$ cat config.mk
export PLATFORM = sky130hd
export DESIGN_NAME = ieee488_ctl
export DESIGN_NICKNAME = d
export VERILOG_FILES = /design/src/logic/ieee488_ctl_pkg.sv /design/src/logic/ieee488_tmo_timer.sv /design/src/logic/ieee488_ctl.sv
export VERILOG_INCLUDE_DIRS = /design/src /design/src/logic
export SDC_FILE = /design/constraint.sdc
export NUM_CORES = 1
export LEC_CHECK = 0
export BUFFER_PORTS_ARGS = -buffer_cell sky130_fd_sc_hd__buf_2
export CAP_MARGIN = 20
export CORE_ASPECT_RATIO = 2
export CORE_MARGIN = 2
export CORE_UTILIZATION = 34
export DETAILED_ROUTE_END_ITERATION = 12
export GPL_TIMING_DRIVEN = 0
export MAX_ROUTING_LAYER = met4
export PLACE_DENSITY = 0.53
export SLEW_MARGIN = 20
export SYNTH_ARGS = -nofsm -noshare
export SYNTH_HDL_FRONTEND = slang
export SYNTH_SLANG_ARGS = --single-unit
$ cat constraint.sdc
create_clock -name SYS_CLK -period 8.77 [get_ports SYS_CLK]
set_input_delay 1.3155 -clock SYS_CLK [delete_from_list [all_inputs] [get_ports SYS_CLK]]
set_output_delay 1.3155 -clock SYS_CLK [all_outputs]
set_load 0.02 [all_outputs]
$ cat src/logic/ieee488_ctl_consts.svh
// Constants for the IEEE 488 controller control block.
`ifndef IEEE488_CTL_CONSTS_SVH
`define IEEE488_CTL_CONSTS_SVH
// ===========================================================================
// Register byte offsets.
`define REG_SYSCTL      8'h00
`define REG_IFC         8'h04
`define REG_REN         8'h08
`define REG_TMO         8'h0C
`define REG_SAD         8'h10
`define REG_PAD         8'h14
`define REG_TRG         8'h18
`define REG_EVMASK      8'h1C
`define REG_EVPEND      8'h20
`define REG_STATUS      8'h24
`define REG_RESULT      8'h28
// ===========================================================================
// Write data fields and result register error bits.
`define TGT_LSB         8
`define TGT_MSB         10
`define RES_ERR_NOSC    8
`define RES_ERR_BUS     9
`define RES_ERR_ARG     10
// ===========================================================================
// Status word bit positions.
`define ST_ERR          15
`define ST_SERVICE_REQUEST_EVENT         12
`define ST_LOK          7
`define ST_REM          6
`define ST_CIC          5
`define ST_ATN          4
`define ST_TACS         3
`define ST_LACS         2
`define ST_DTAS         1
`define ST_DCAS         0
`define EV_BOTH_MASK    16'h00EC
`define EV_RISE_MASK    16'h1003
// ===========================================================================
// Interface clear and secondary address codes.
`define IFC_CODE_OFF    8'h00
`define IFC_CODE_HOLD   8'h02
`define SAD_OFF_HI      7'h7F
`define SAD_MIN         7'h60
`define SAD_MAX         7'h7E
// ===========================================================================
// Bus command bytes.
`define CMD_TALK_BASE   8'h40
`define CMD_LISTEN_BASE 8'h20
`define CMD_UNLISTEN    8'h3F
`define CMD_TRIGGER     8'h08
// ===========================================================================
// Reset values.
`define RST_MASK        16'h0000
`define RST_TMO         4'hD
`define RST_SYSCTL      1'b1
// ===========================================================================
// Timing.
`define CLK_PERIOD_NS   10
`define IFC_MIN_US      100
`define IFC_CYCLES      ((`IFC_MIN_US * 1000 + `CLK_PERIOD_NS - 1) / `CLK_PERIOD_NS)
`define TMO_TICK_US     10
`define TMO_TICK_CYCLES ((`TMO_TICK_US * 1000) / `CLK_PERIOD_NS)
`define TMO_DECADE      24'h00000A
`define TMO_STEP3       24'h000003
`endif

$ cat src/logic/ieee488_ctl_pkg.sv
// Types shared by the IEEE 488 controller control block.
package ieee488_ctl_pkg;
  // =========================================================================
  // Main sequencer states.
  typedef enum logic [1:0] {ST_IDLE, ST_IFC, ST_TRG} ctl_state_t;

  // =========================================================================
  // Time limit counter state.
  typedef struct packed {
    logic [15:0] div;
    logic [23:0] left;
    logic        run;
    logic        expired;
  } tmr_state_t;

  // =========================================================================
  // Controller state.
  typedef struct packed {
    ctl_state_t       state;
    logic             sys_ctl;
    logic             ifc;
    logic             ifc_hold;
    logic [19:0]      ifc_cnt;
    logic             cic;
    logic             atn;
    logic             ren;
    logic [15:0]      ev_mask;
    logic [15:0]      ev_pend;
    logic [15:0]      st_prev;
    logic             notify;
    logic [7:0][3:0]  tmo;
    logic [7:0][6:0]  sad;
    logic [7:0][4:0]  pad;
    logic [2:0]       sel;
    logic [2:0]       trg_tgt;
    logic [2:0]       step;
    logic             cmd_valid;
    logic [7:0]       cmd_byte;
    logic             tmr_start;
    logic             tmr_stop;
    logic [7:0]       prev_val;
    logic [2:0]       err;
    logic [31:0]      rdata;
  } ctl_regs_t;
endpackage

$ cat src/logic/ieee488_tmo_timer.sv
// Operation time limit counter with its own 10 us tick divider.
`timescale 1ns/1ns
`include "ieee488_ctl_consts.svh"
module ieee488_tmo_timer
  import ieee488_ctl_pkg::*;
#(
  parameter int unsigned TICK_CYCLES = `TMO_TICK_CYCLES
)
(
  input  wire logic        clk,
  input  wire logic        rst_n,
  input  wire logic        start,
  input  wire logic        stop,
  input  wire logic [23:0] limit,
  output logic             expired
);
  tmr_state_t t_reg;
  tmr_state_t t_next;

  // Start reloads the divider too, so no operation inherits a partial tick.
  always_comb
  begin
    t_next = t_reg;
    if (start)
    begin
      t_next.div     = 16'(TICK_CYCLES - 1);
      t_next.left    = limit;
      t_next.run     = (limit != 24'h000000);
      t_next.expired = 1'b0;
    end
    else if (stop)
    begin
      t_next.run     = 1'b0;
      t_next.expired = 1'b0;
    end
    else if (t_reg.run)
    begin
      if (t_reg.div == 16'h0000)
      begin
        t_next.div = 16'(TICK_CYCLES - 1);
        if (t_reg.left == 24'h000001)
        begin
          t_next.run     = 1'b0;
          t_next.expired = 1'b1;
        end
        else
        begin
          t_next.left = t_reg.left - 24'h000001;
        end
      end
      else
      begin
        t_next.div = t_reg.div - 16'h0001;
      end
    end
  end

  // State register.
  always_ff @(posedge clk or negedge rst_n)
  begin
    if (!rst_n)
      t_reg <= '0;
    else
      t_reg <= t_next;
  end

  assign expired = t_reg.expired;
endmodule

$ cat src/logic/ieee488_ctl.sv
// IEEE 488 controller control: IFC, REN, events, time limits and trigger.
//
// Functional notes
// - Secondary value 0 or 7F disables.
// - Values 60..7E enable; sent after primary.
// - Mask bits request notifications; zero disables.
// - Mask bits follow status word layout.
// - Most states notify on entry and exit.
// - IFC pulse at least 100 us, system controller.
// - After IFC pulse: CIC, active, ATN.
// - IFC code 2 holds, 0 releases.
// - IFC refused without system control.
// - REN follows nonzero or zero argument.
// - REN refused without system control.
// - REN request returns previous REN state.
// - Time codes map 10 us to 100 s.
// - Unaccepted command bytes abort with bus error.
// - Time change returns previous code.
// - Separate time limit per target.
// - Trigger sends fixed address and GET sequence.
//
// The implementer's own choices: the register addresses and register access over APB.
`timescale 1ns/1ns
`include "ieee488_ctl_consts.svh"
module ieee488_ctl
  import ieee488_ctl_pkg::*;
#(
  parameter int unsigned IFC_CYCLES  = `IFC_CYCLES,
  parameter int unsigned TICK_CYCLES = `TMO_TICK_CYCLES
)
(
  input  wire logic        SYS_CLK,
  input  wire logic        RST_N,
  input  wire logic        PSEL,
  input  wire logic        PENABLE,
  input  wire logic        PWRITE,
  input  wire logic [7:0]  PADDR,
  input  wire logic [31:0] PWDATA,
  output logic [31:0]      PRDATA,
  output logic             PREADY,
  output logic             PSLVERR,
  input  wire logic        TALKER_ACTIVE,
  input  wire logic        LISTENER_ACTIVE,
  input  wire logic        TRIGGER_STATE,
  input  wire logic        CLEAR_STATE,
  input  wire logic        LOCKOUT_STATE_FLAG,
  input  wire logic        REMOTE_STATE_FLAG,
  input  wire logic        SERVICE_REQUEST_EVENT,
  output logic             IFC_OUT,
  output logic             REN_OUT,
  output logic             ATN_OUT,
  output logic             CMD_VALID,
  output logic [7:0]       CMD_BYTE,
  input  wire logic        CMD_ACCEPT,
  output logic             NOTIFY
);
  // =========================================================================
  // Reset synchroniser.
  logic [1:0]  rst_sync_reg;
  logic        rst_n;
  ctl_regs_t   st_reg;
  ctl_regs_t   st_next;
  logic        tmr_expired;
  logic        access;
  logic        wr_go;
  logic        mapped;
  logic        busy;
  logic [15:0] stat_now;
  logic [15:0] ev_raw;
  logic [2:0]  wtgt;
  logic [6:0]  wsad;
  logic [2:0]  nstep;

  // Release is delayed by two flops; assertion stays asynchronous.
  always_ff @(posedge SYS_CLK or negedge RST_N)
  begin
    if (!RST_N)
      rst_sync_reg <= 2'b00;
    else
      rst_sync_reg <= {rst_sync_reg[0], 1'b1};
  end
  assign rst_n = rst_sync_reg[1];

  // =========================================================================
  // Helper functions.
  // Minimum time in 10 us ticks, 1-3 steps per decade.
  function automatic logic [23:0] tmo_ticks(input logic [3:0] code);
    logic [23:0] t;
    logic [3:0]  dec;
    t   = code[0] ? 24'h000001 : `TMO_STEP3;
    dec = (code - 4'h1) >> 1;
    for (int i = 0; i < 7; i++)
      if (4'(i) < dec)
        t = 24'(t * `TMO_DECADE);
    if (code == 4'h0)
      t = 24'h000000;
    return t;
  endfunction

  // Command byte sent at a given trigger step.
  function automatic logic [7:0] trg_byte(input logic [2:0] s,
                                          input ctl_regs_t r);
    case (s)
      3'h0:    trg_byte = `CMD_TALK_BASE | {3'h0, r.pad[0]};
      3'h1:    trg_byte = {1'b0, r.sad[0]};
      3'h2:    trg_byte = `CMD_UNLISTEN;
      3'h3:    trg_byte = `CMD_LISTEN_BASE | {3'h0, r.pad[r.trg_tgt]};
      3'h4:    trg_byte = {1'b0, r.sad[r.trg_tgt]};
      default: trg_byte = `CMD_TRIGGER;
    endcase
  endfunction

  // Next trigger step; secondary steps are skipped when not in use.
  function automatic logic [2:0] trg_next(input logic [2:0] s,
                                          input ctl_regs_t r);
    logic [2:0] n;
    n = s + 3'h1;
    if ((n == 3'h1) && (r.sad[0] == 7'h00))
      n = 3'h2;
    if ((n == 3'h4) && (r.sad[r.trg_tgt] == 7'h00))
      n = 3'h5;
    return n;
  endfunction

  // =========================================================================
  // Bus decode and status word.
  assign access = PSEL && PENABLE;
  assign busy   = (st_reg.state != ST_IDLE);
  assign mapped = (PADDR[1:0] == 2'b00) && (PADDR <= `REG_RESULT);
  // Command writes stall while a pulse or trigger runs.
  assign PREADY = !(PSEL && PWRITE && busy &&
                    ((PADDR == `REG_IFC) || (PADDR == `REG_TRG)));
  assign wr_go   = access && PWRITE && PREADY && mapped;
  assign PSLVERR = access && !mapped;
  assign wtgt    = PWDATA[`TGT_MSB:`TGT_LSB];
  assign wsad    = PWDATA[6:0];
  assign nstep   = trg_next(st_reg.step, st_reg);

  // Status word in its published bit layout.
  always_comb
  begin
    stat_now            = 16'h0000;
    stat_now[`ST_ERR]   = (st_reg.err != 3'h0);
    stat_now[`ST_SERVICE_REQUEST_EVENT]  = SERVICE_REQUEST_EVENT;
    stat_now[`ST_LOK]   = LOCKOUT_STATE_FLAG;
    stat_now[`ST_REM]   = REMOTE_STATE_FLAG;
    stat_now[`ST_CIC]   = st_reg.cic;
    stat_now[`ST_ATN]   = st_reg.atn;
    stat_now[`ST_TACS]  = TALKER_ACTIVE;
    stat_now[`ST_LACS]  = LISTENER_ACTIVE;
    stat_now[`ST_DTAS]  = TRIGGER_STATE;
    stat_now[`ST_DCAS]  = CLEAR_STATE;
  end

  // Both edges for states except ATN (no event), rising edge only for request, trigger, clear.
  assign ev_raw = ((stat_now ^ st_reg.st_prev) & `EV_BOTH_MASK) |
                  (stat_now & ~st_reg.st_prev & `EV_RISE_MASK);

  // =========================================================================
  // Next state.
  always_comb
  begin
    st_next           = st_reg;
    st_next.tmr_start = 1'b0;
    st_next.tmr_stop  = 1'b0;
    st_next.st_prev   = stat_now;
    st_next.notify    = |(ev_raw & st_reg.ev_mask);
    // Set wins over a clear in the same cycle.
    st_next.ev_pend   = st_reg.ev_pend | (ev_raw & st_reg.ev_mask);
    if (wr_go && (PADDR == `REG_EVPEND))
      st_next.ev_pend = (st_reg.ev_pend & ~PWDATA[15:0]) |
                        (ev_raw & st_reg.ev_mask);
    // Read data is captured in the setup phase.
    if (PSEL && !PENABLE && !PWRITE)
    begin
      case (PADDR)
        `REG_SYSCTL: st_next.rdata = {31'h0, st_reg.sys_ctl};
        `REG_IFC:    st_next.rdata = {30'h0, st_reg.ifc_hold, st_reg.ifc};
        `REG_REN:    st_next.rdata = {31'h0, st_reg.ren};
        `REG_TMO:    st_next.rdata = {28'h0, st_reg.tmo[st_reg.sel]};
        `REG_SAD:    st_next.rdata = {25'h0, st_reg.sad[st_reg.sel]};
        `REG_PAD:    st_next.rdata = {27'h0, st_reg.pad[st_reg.sel]};
        `REG_TRG:    st_next.rdata = {29'h0, st_reg.step};
        `REG_EVMASK: st_next.rdata = {16'h0, st_reg.ev_mask};
        `REG_EVPEND: st_next.rdata = {16'h0, st_reg.ev_pend};
        `REG_STATUS: st_next.rdata = {15'h0, busy, stat_now};
        `REG_RESULT: st_next.rdata = {21'h0, st_reg.err, st_reg.prev_val};
        default:     st_next.rdata = 32'h0;
      endcase
    end
    // Register writes and command requests.
    if (wr_go)
    begin
      case (PADDR)
        `REG_SYSCTL: st_next.sys_ctl = PWDATA[0];
        `REG_EVMASK: st_next.ev_mask = PWDATA[15:0];
        `REG_IFC:
        begin
          st_next.err = 3'h0;
          if (!st_reg.sys_ctl)
            st_next.err[`RES_ERR_NOSC - 8] = 1'b1;
          else if (PWDATA[7:0] == `IFC_CODE_OFF)
          begin
            st_next.ifc      = 1'b0;
            st_next.ifc_hold = 1'b0;
            if (st_reg.ifc)
            begin
              st_next.cic = 1'b1;
              st_next.atn = 1'b1;
            end
          end
          else if (PWDATA[7:0] == `IFC_CODE_HOLD)
          begin
            st_next.ifc      = 1'b1;
            st_next.ifc_hold = 1'b1;
          end
          else
          begin
            st_next.ifc      = 1'b1;
            st_next.ifc_hold = 1'b0;
            st_next.ifc_cnt  = 20'(IFC_CYCLES - 1);
            st_next.state    = ST_IFC;
          end
        end
        `REG_REN:
        begin
          st_next.err = 3'h0;
          if (!st_reg.sys_ctl)
            st_next.err[`RES_ERR_NOSC - 8] = 1'b1;
          else
          begin
            st_next.prev_val = {7'h0, st_reg.ren};
            st_next.ren      = (PWDATA != 32'h0);
          end
        end
        `REG_TMO:
        begin
          st_next.err       = 3'h0;
          st_next.sel       = wtgt;
          st_next.prev_val  = {4'h0, st_reg.tmo[wtgt]};
          st_next.tmo[wtgt] = PWDATA[3:0];
        end
        `REG_SAD:
        begin
          st_next.err = 3'h0;
          st_next.sel = wtgt;
          if ((wsad == 7'h00) || (wsad == `SAD_OFF_HI) ||
              ((wsad >= `SAD_MIN) && (wsad <= `SAD_MAX)))
          begin
            st_next.prev_val  = {1'b0, st_reg.sad[wtgt]};
            // Zero in storage means secondary addressing is off.
            st_next.sad[wtgt] = (wsad == `SAD_OFF_HI) ? 7'h00 : wsad;
          end
          else
            st_next.err[`RES_ERR_ARG - 8] = 1'b1;
        end
        `REG_PAD:
        begin
          st_next.sel       = wtgt;
          st_next.pad[wtgt] = PWDATA[4:0];
        end
        `REG_TRG:
        begin
          st_next.err = 3'h0;
          if (wtgt == 3'h0)
            st_next.err[`RES_ERR_ARG - 8] = 1'b1;
          else
          begin
            st_next.trg_tgt   = wtgt;
            st_next.step      = 3'h0;
            st_next.state     = ST_TRG;
            st_next.tmr_start = 1'b1;
          end
        end
        default: st_next.err = st_reg.err;
      endcase
    end
    // Sequencer.
    case (st_reg.state)
      ST_IDLE: st_next.cmd_valid = 1'b0;
      ST_IFC:
      begin
        if (st_reg.ifc_cnt == 20'h0)
        begin
          st_next.ifc   = 1'b0;
          st_next.cic   = 1'b1;
          st_next.atn   = 1'b1;
          st_next.state = ST_IDLE;
        end
        else
          st_next.ifc_cnt = st_reg.ifc_cnt - 20'h1;
      end
      ST_TRG:
      begin
        if (!st_reg.cmd_valid && !st_reg.tmr_start)
        begin
          st_next.cmd_valid = 1'b1;
          st_next.cmd_byte  = trg_byte(st_reg.step, st_reg);
        end
        else if (st_reg.cmd_valid && CMD_ACCEPT)
        begin
          if (st_reg.step == 3'h5)
          begin
            st_next.cmd_valid = 1'b0;
            st_next.tmr_stop  = 1'b1;
            st_next.state     = ST_IDLE;
          end
          else
          begin
            st_next.step     = nstep;
            st_next.cmd_byte = trg_byte(nstep, st_reg);
          end
        end
        else if (tmr_expired)
        begin
          st_next.cmd_valid = 1'b0;
          st_next.err[`RES_ERR_BUS - 8] = 1'b1;
          st_next.tmr_stop  = 1'b1;
          st_next.state     = ST_IDLE;
        end
      end
      default: st_next.state = ST_IDLE;
    endcase
  end

  // State register; reset loads defaults for every target's time limit.
  always_ff @(posedge SYS_CLK or negedge rst_n)
  begin
    if (!rst_n)
    begin
      st_reg         <= '0;
      st_reg.state   <= ST_IDLE;
      st_reg.sys_ctl <= `RST_SYSCTL;
      st_reg.ev_mask <= `RST_MASK;
      st_reg.tmo     <= {8{`RST_TMO}};
    end
    else
      st_reg <= st_next;
  end

  // =========================================================================
  // Time limit counter for the running operation's target.
  ieee488_tmo_timer #(
    .TICK_CYCLES (TICK_CYCLES)
  ) u_timer (
    .clk     (SYS_CLK),
    .rst_n   (rst_n),
    .start   (st_reg.tmr_start),
    .stop    (st_reg.tmr_stop),
    .limit   (tmo_ticks(st_reg.tmo[st_reg.trg_tgt])),
    .expired (tmr_expired)
  );

  // Outputs.
  assign PRDATA    = st_reg.rdata;
  assign IFC_OUT   = st_reg.ifc;
  assign REN_OUT   = st_reg.ren;
  assign ATN_OUT   = st_reg.atn;
  assign CMD_VALID = st_reg.cmd_valid;
  assign CMD_BYTE  = st_reg.cmd_byte;
  assign NOTIFY    = st_reg.notify;

  // =========================================================================
  // Assertions.
  logic [19:0] ifc_run;
  logic        w_ifc;
  logic        w_ren;

  // Counts consecutive cycles of IFC high.
  always_ff @(posedge SYS_CLK or negedge rst_n)
  begin
    if (!rst_n)
      ifc_run <= 20'h0;
    else
      ifc_run <= IFC_OUT ? ifc_run + 20'h1 : 20'h0;
  end
  assign w_ifc = wr_go && (PADDR == `REG_IFC);
  assign w_ren = wr_go && (PADDR == `REG_REN);
endmodule

==> results.yml <==
outcome:
  outcome: "finished with violations"
  violations: "setup timing"
cts:
  ctsRootBufferMaster: "clkbuf_16"
  clk_pin_slew_ns: 0.07
  htreeDepth: 2
  cts_tree: "done"
  clock-sinks: 287
  cts_buffer_depth: 3
  hold_buffers: 0
  clock_latency_ns: 0.53
  cts-buffers-inserted: 35
critical_path:
  critical_path_arrival_ns: 9.44
  path_max_fanout: 5
  path_class: "flip-flop to flip-flop"
  critPathLaunchType: "flip-flop"
  cpMostUsedCell: "ha_4"
  slowest_stage: "mux4_2"
  critical_path_required_ns: 9.20
  worst_setup_path_end_kind: "flip-flop"
  cpPeakStageDelay_ns: 0.51
timing:
  finalHoldViolCount: 0
  clock_skew_ns: 0.0198
  rsz0062_at_grt: "true"
  worst_pin_slew_ns: 1.30
  whs_ns: 0.351
  finalCritPeriodShare: 1.03
  post-route-min-period_ns: 9.00
  maxSlewViolCount: 0
  fmax_mhz: 111
  setup_viol: 6
  slew-limit-headroom: 0.131
  setup_ws_ns: -0.232
pwr:
  ir_drop_uv: 130
  leakagePower_nw: 10.9
  p_per_area_mw_per_mm2: 141
min_path:
  hold_path_class: "flip-flop to flip-flop"
synthesis:
  synth.cell_area_sq_mm: 0.0201
  ys_ff_latch: 287
  synth-seq-area-share: 0.360
  avgSynthCellArea_sq_um: 9.87
  ys_types: 91
  ys_top_cells_by_area: "dfrtp_1, mux2_2, ha_1"
  synth.top_cell.area_share: 0.327
  post-synth-top-area-cell: "dfrtp_1"
  synth_edf_count: 0
  async_reset_ff_frac: 1.00
  syn-instance-count: 2033
  synth_flop_cell: "dfrtp_1"
  yosys_warnings: 0
placed_design:
  io_buffers: 82
  hpwl_um: 48500
  dp_slack_ns: -2.01
  place_congestion: 0.937
route:
  drc_errors: 0
  vias: 17500
  drtPass1Iterations: 6
  drt_iter0_markers: 1251
  drtAntennaViolNets: 0
  wl_per_cell_um: 21.7
  wl_um: 66400
  vias_per_cell: 5.72
floorplan:
  core_area_sq_mm: 0.0586
  io_pins: 100
  placementRows: 126
  start_util: 0.342
  die_w_um: 176
  die_y_um: 348
  die_area_sq_mm: 0.0611
global_routing:
  gr-total-overflow: 0
  antenna_found_initial: 0
  grtUsageTotal: 0.220
  first_global_vias: 17100
  grt_max_degree: 54
  grt_pass1_wl_um: 102000
layout:
  largest_register_ffs: 213
  final_cell_mix: "dfrtp_1, nand2_1, nor2_1"
  layout_commonest_cell: "dfrtp_1"
  n_antenna_cell: 0
  syn2layout_area_growth_pct: 24.6
  drive_gt1_frac: 0.315
  n_fill_cell: 5729
  nets: 2445
run:
  drv_cap: 0
[path summary, 6_finish.rpt]
| path | start | endpoint | slack (ns) | cells after the start |
|---|---|---|---|---|
| setup / recovery | st_reg[57] | u_timer.t_reg[23] | -0.23 | 48 |
| hold / removal | rst_sync_reg[0] | rst_sync_reg[1] | 0.35 | 0 |
| setup reg to reg | st_reg[57] | u_timer.t_reg[23] | -0.23 | 48 |
| hold reg to reg | rst_sync_reg[0] | rst_sync_reg[1] | 0.35 | 0 |
| max in group asynchronous | rst_sync_reg[1] | st_reg[265] | 7.33 | 2 |
| min in group asynchronous | rst_sync_reg[1] | CMD_BYTE[0] | 0.40 | 0 |
[through the flow]
step | utilization | cells | setup TNS [ns] | power (mW) | cell area (sq um)
after floorplan | - | 2052 | -0.0216 | 1.71 | 20300
after global placement | 0.369 | 2902 | -958.60 | 1.83 | 21600
after detailed placement | 0.372 | 2907 | -18.54 | 1.84 | 21800
after CTS | 0.416 | 3038 | -0.889 | 3.46 | 24400
after global routing | 0.426 | 3055 | -3.73 | 3.66 | 25000
final | 0.426 | 3055 | -0.799 | 3.52 | 25000
[cell families (layout without fill, tap and decap cells)]
logic type | Yosys count | count (layout) | share of synthesized area
adders and majority gates | 132 | 132 | 0.0834
muxes | 247 | 247 | 0.171
and+or+nand+nor | 598 | 598 | 0.140
DFF | 287 | 287 | 0.360
AOI/OAI and AO/OA | 513 | 513 | 0.173
xor gates and xnor gates | 63 | 63 | 0.0288
buffers and inverters | 191 | 426 | 0.0444
other | 2 | 21 | 0.000374
[area by class of cell]
type / count / area, sq um / share of cell area
plain buffers: 132 / 778 / 0.0311
clock buffers: 45 / 995 / 0.0398
clock inverters: 19 / 246 / 0.00986
inverters: 56 / 233 / 0.00931
multi-input cells: 1574 / 13300 / 0.533
flip-flops and latches: 287 / 7220 / 0.289
well taps: 768 / 961 / 0.0384
repair buffers: 174 / 1250 / 0.0501
[report_power, final]
| part | internal, mW | switching [mW] | total (mW) |
|---|---|---|---|
| logic | 0.268 | 0.315 | 0.584 |
| clock network | 0.955 | 0.602 | 1.56 |
| registers | 1.35 | 0.0258 | 1.38 |
| total | 2.57 | 0.943 | 3.52 |
[worst max-delay path: cells and delay by family (launching register included)]
kind,cells,cell delay [ns]
buffers and inverters,8,0.89
flip-flops,1,0.37
adder cells (fa/ha/maj),8,2.13
XOR/XNOR,5,0.76
multiplexers,2,0.75
AO/OA/AOI/OAI,17,3.15
AND/OR/NAND/NOR,8,0.84
[cells in the mapped netlist (16+ instances only)]
| master | n |
|---|---|
| dfrtp_1 | 262 |
| nand2_1 | 184 |
| nor2_1 | 177 |
| mux2_2 | 146 |
| ha_1 | 129 |
| a21oi_1 | 114 |
| o21ai_0 | 105 |
| clkbuf_1 | 74 |
| mux4_2 | 61 |
| inv_1 | 53 |
| a22oi_1 | 45 |
| nor3_1 | 45 |
| buf_4 | 41 |
| a21o_1 | 40 |
| mux2i_1 | 38 |
| xnor2_1 | 37 |
| nand3_1 | 32 |
| dfstp_2 | 25 |
| xor2_1 | 24 |
| nor4_1 | 23 |
| a31oi_1 | 18 |
| nand2b_1 | 18 |
| o211ai_1 | 17 |
| a221oi_1 | 16 |
| and3_1 | 16 |
| or3_1 | 16 |
[what timing repair did]
item,in CTS,in global routing
pin swaps,99,74
gates resized for setup,158,89
buffers inserted,69,19
setup endpoints to repair,14,13
[routing by layer]
layer | global-route usage | wire length, um | up-vias
met1 | 0.289 | 28400 | 8666
li1 | - | - | 8020
met3 | 0.0286 | 3960 | 150
met5 | - | 0 | -
met2 | 0.352 | 31800 | 636
met4 | 0.0739 | 2280 | 0
No activity file was read; power rests on OpenSTA's default activity.
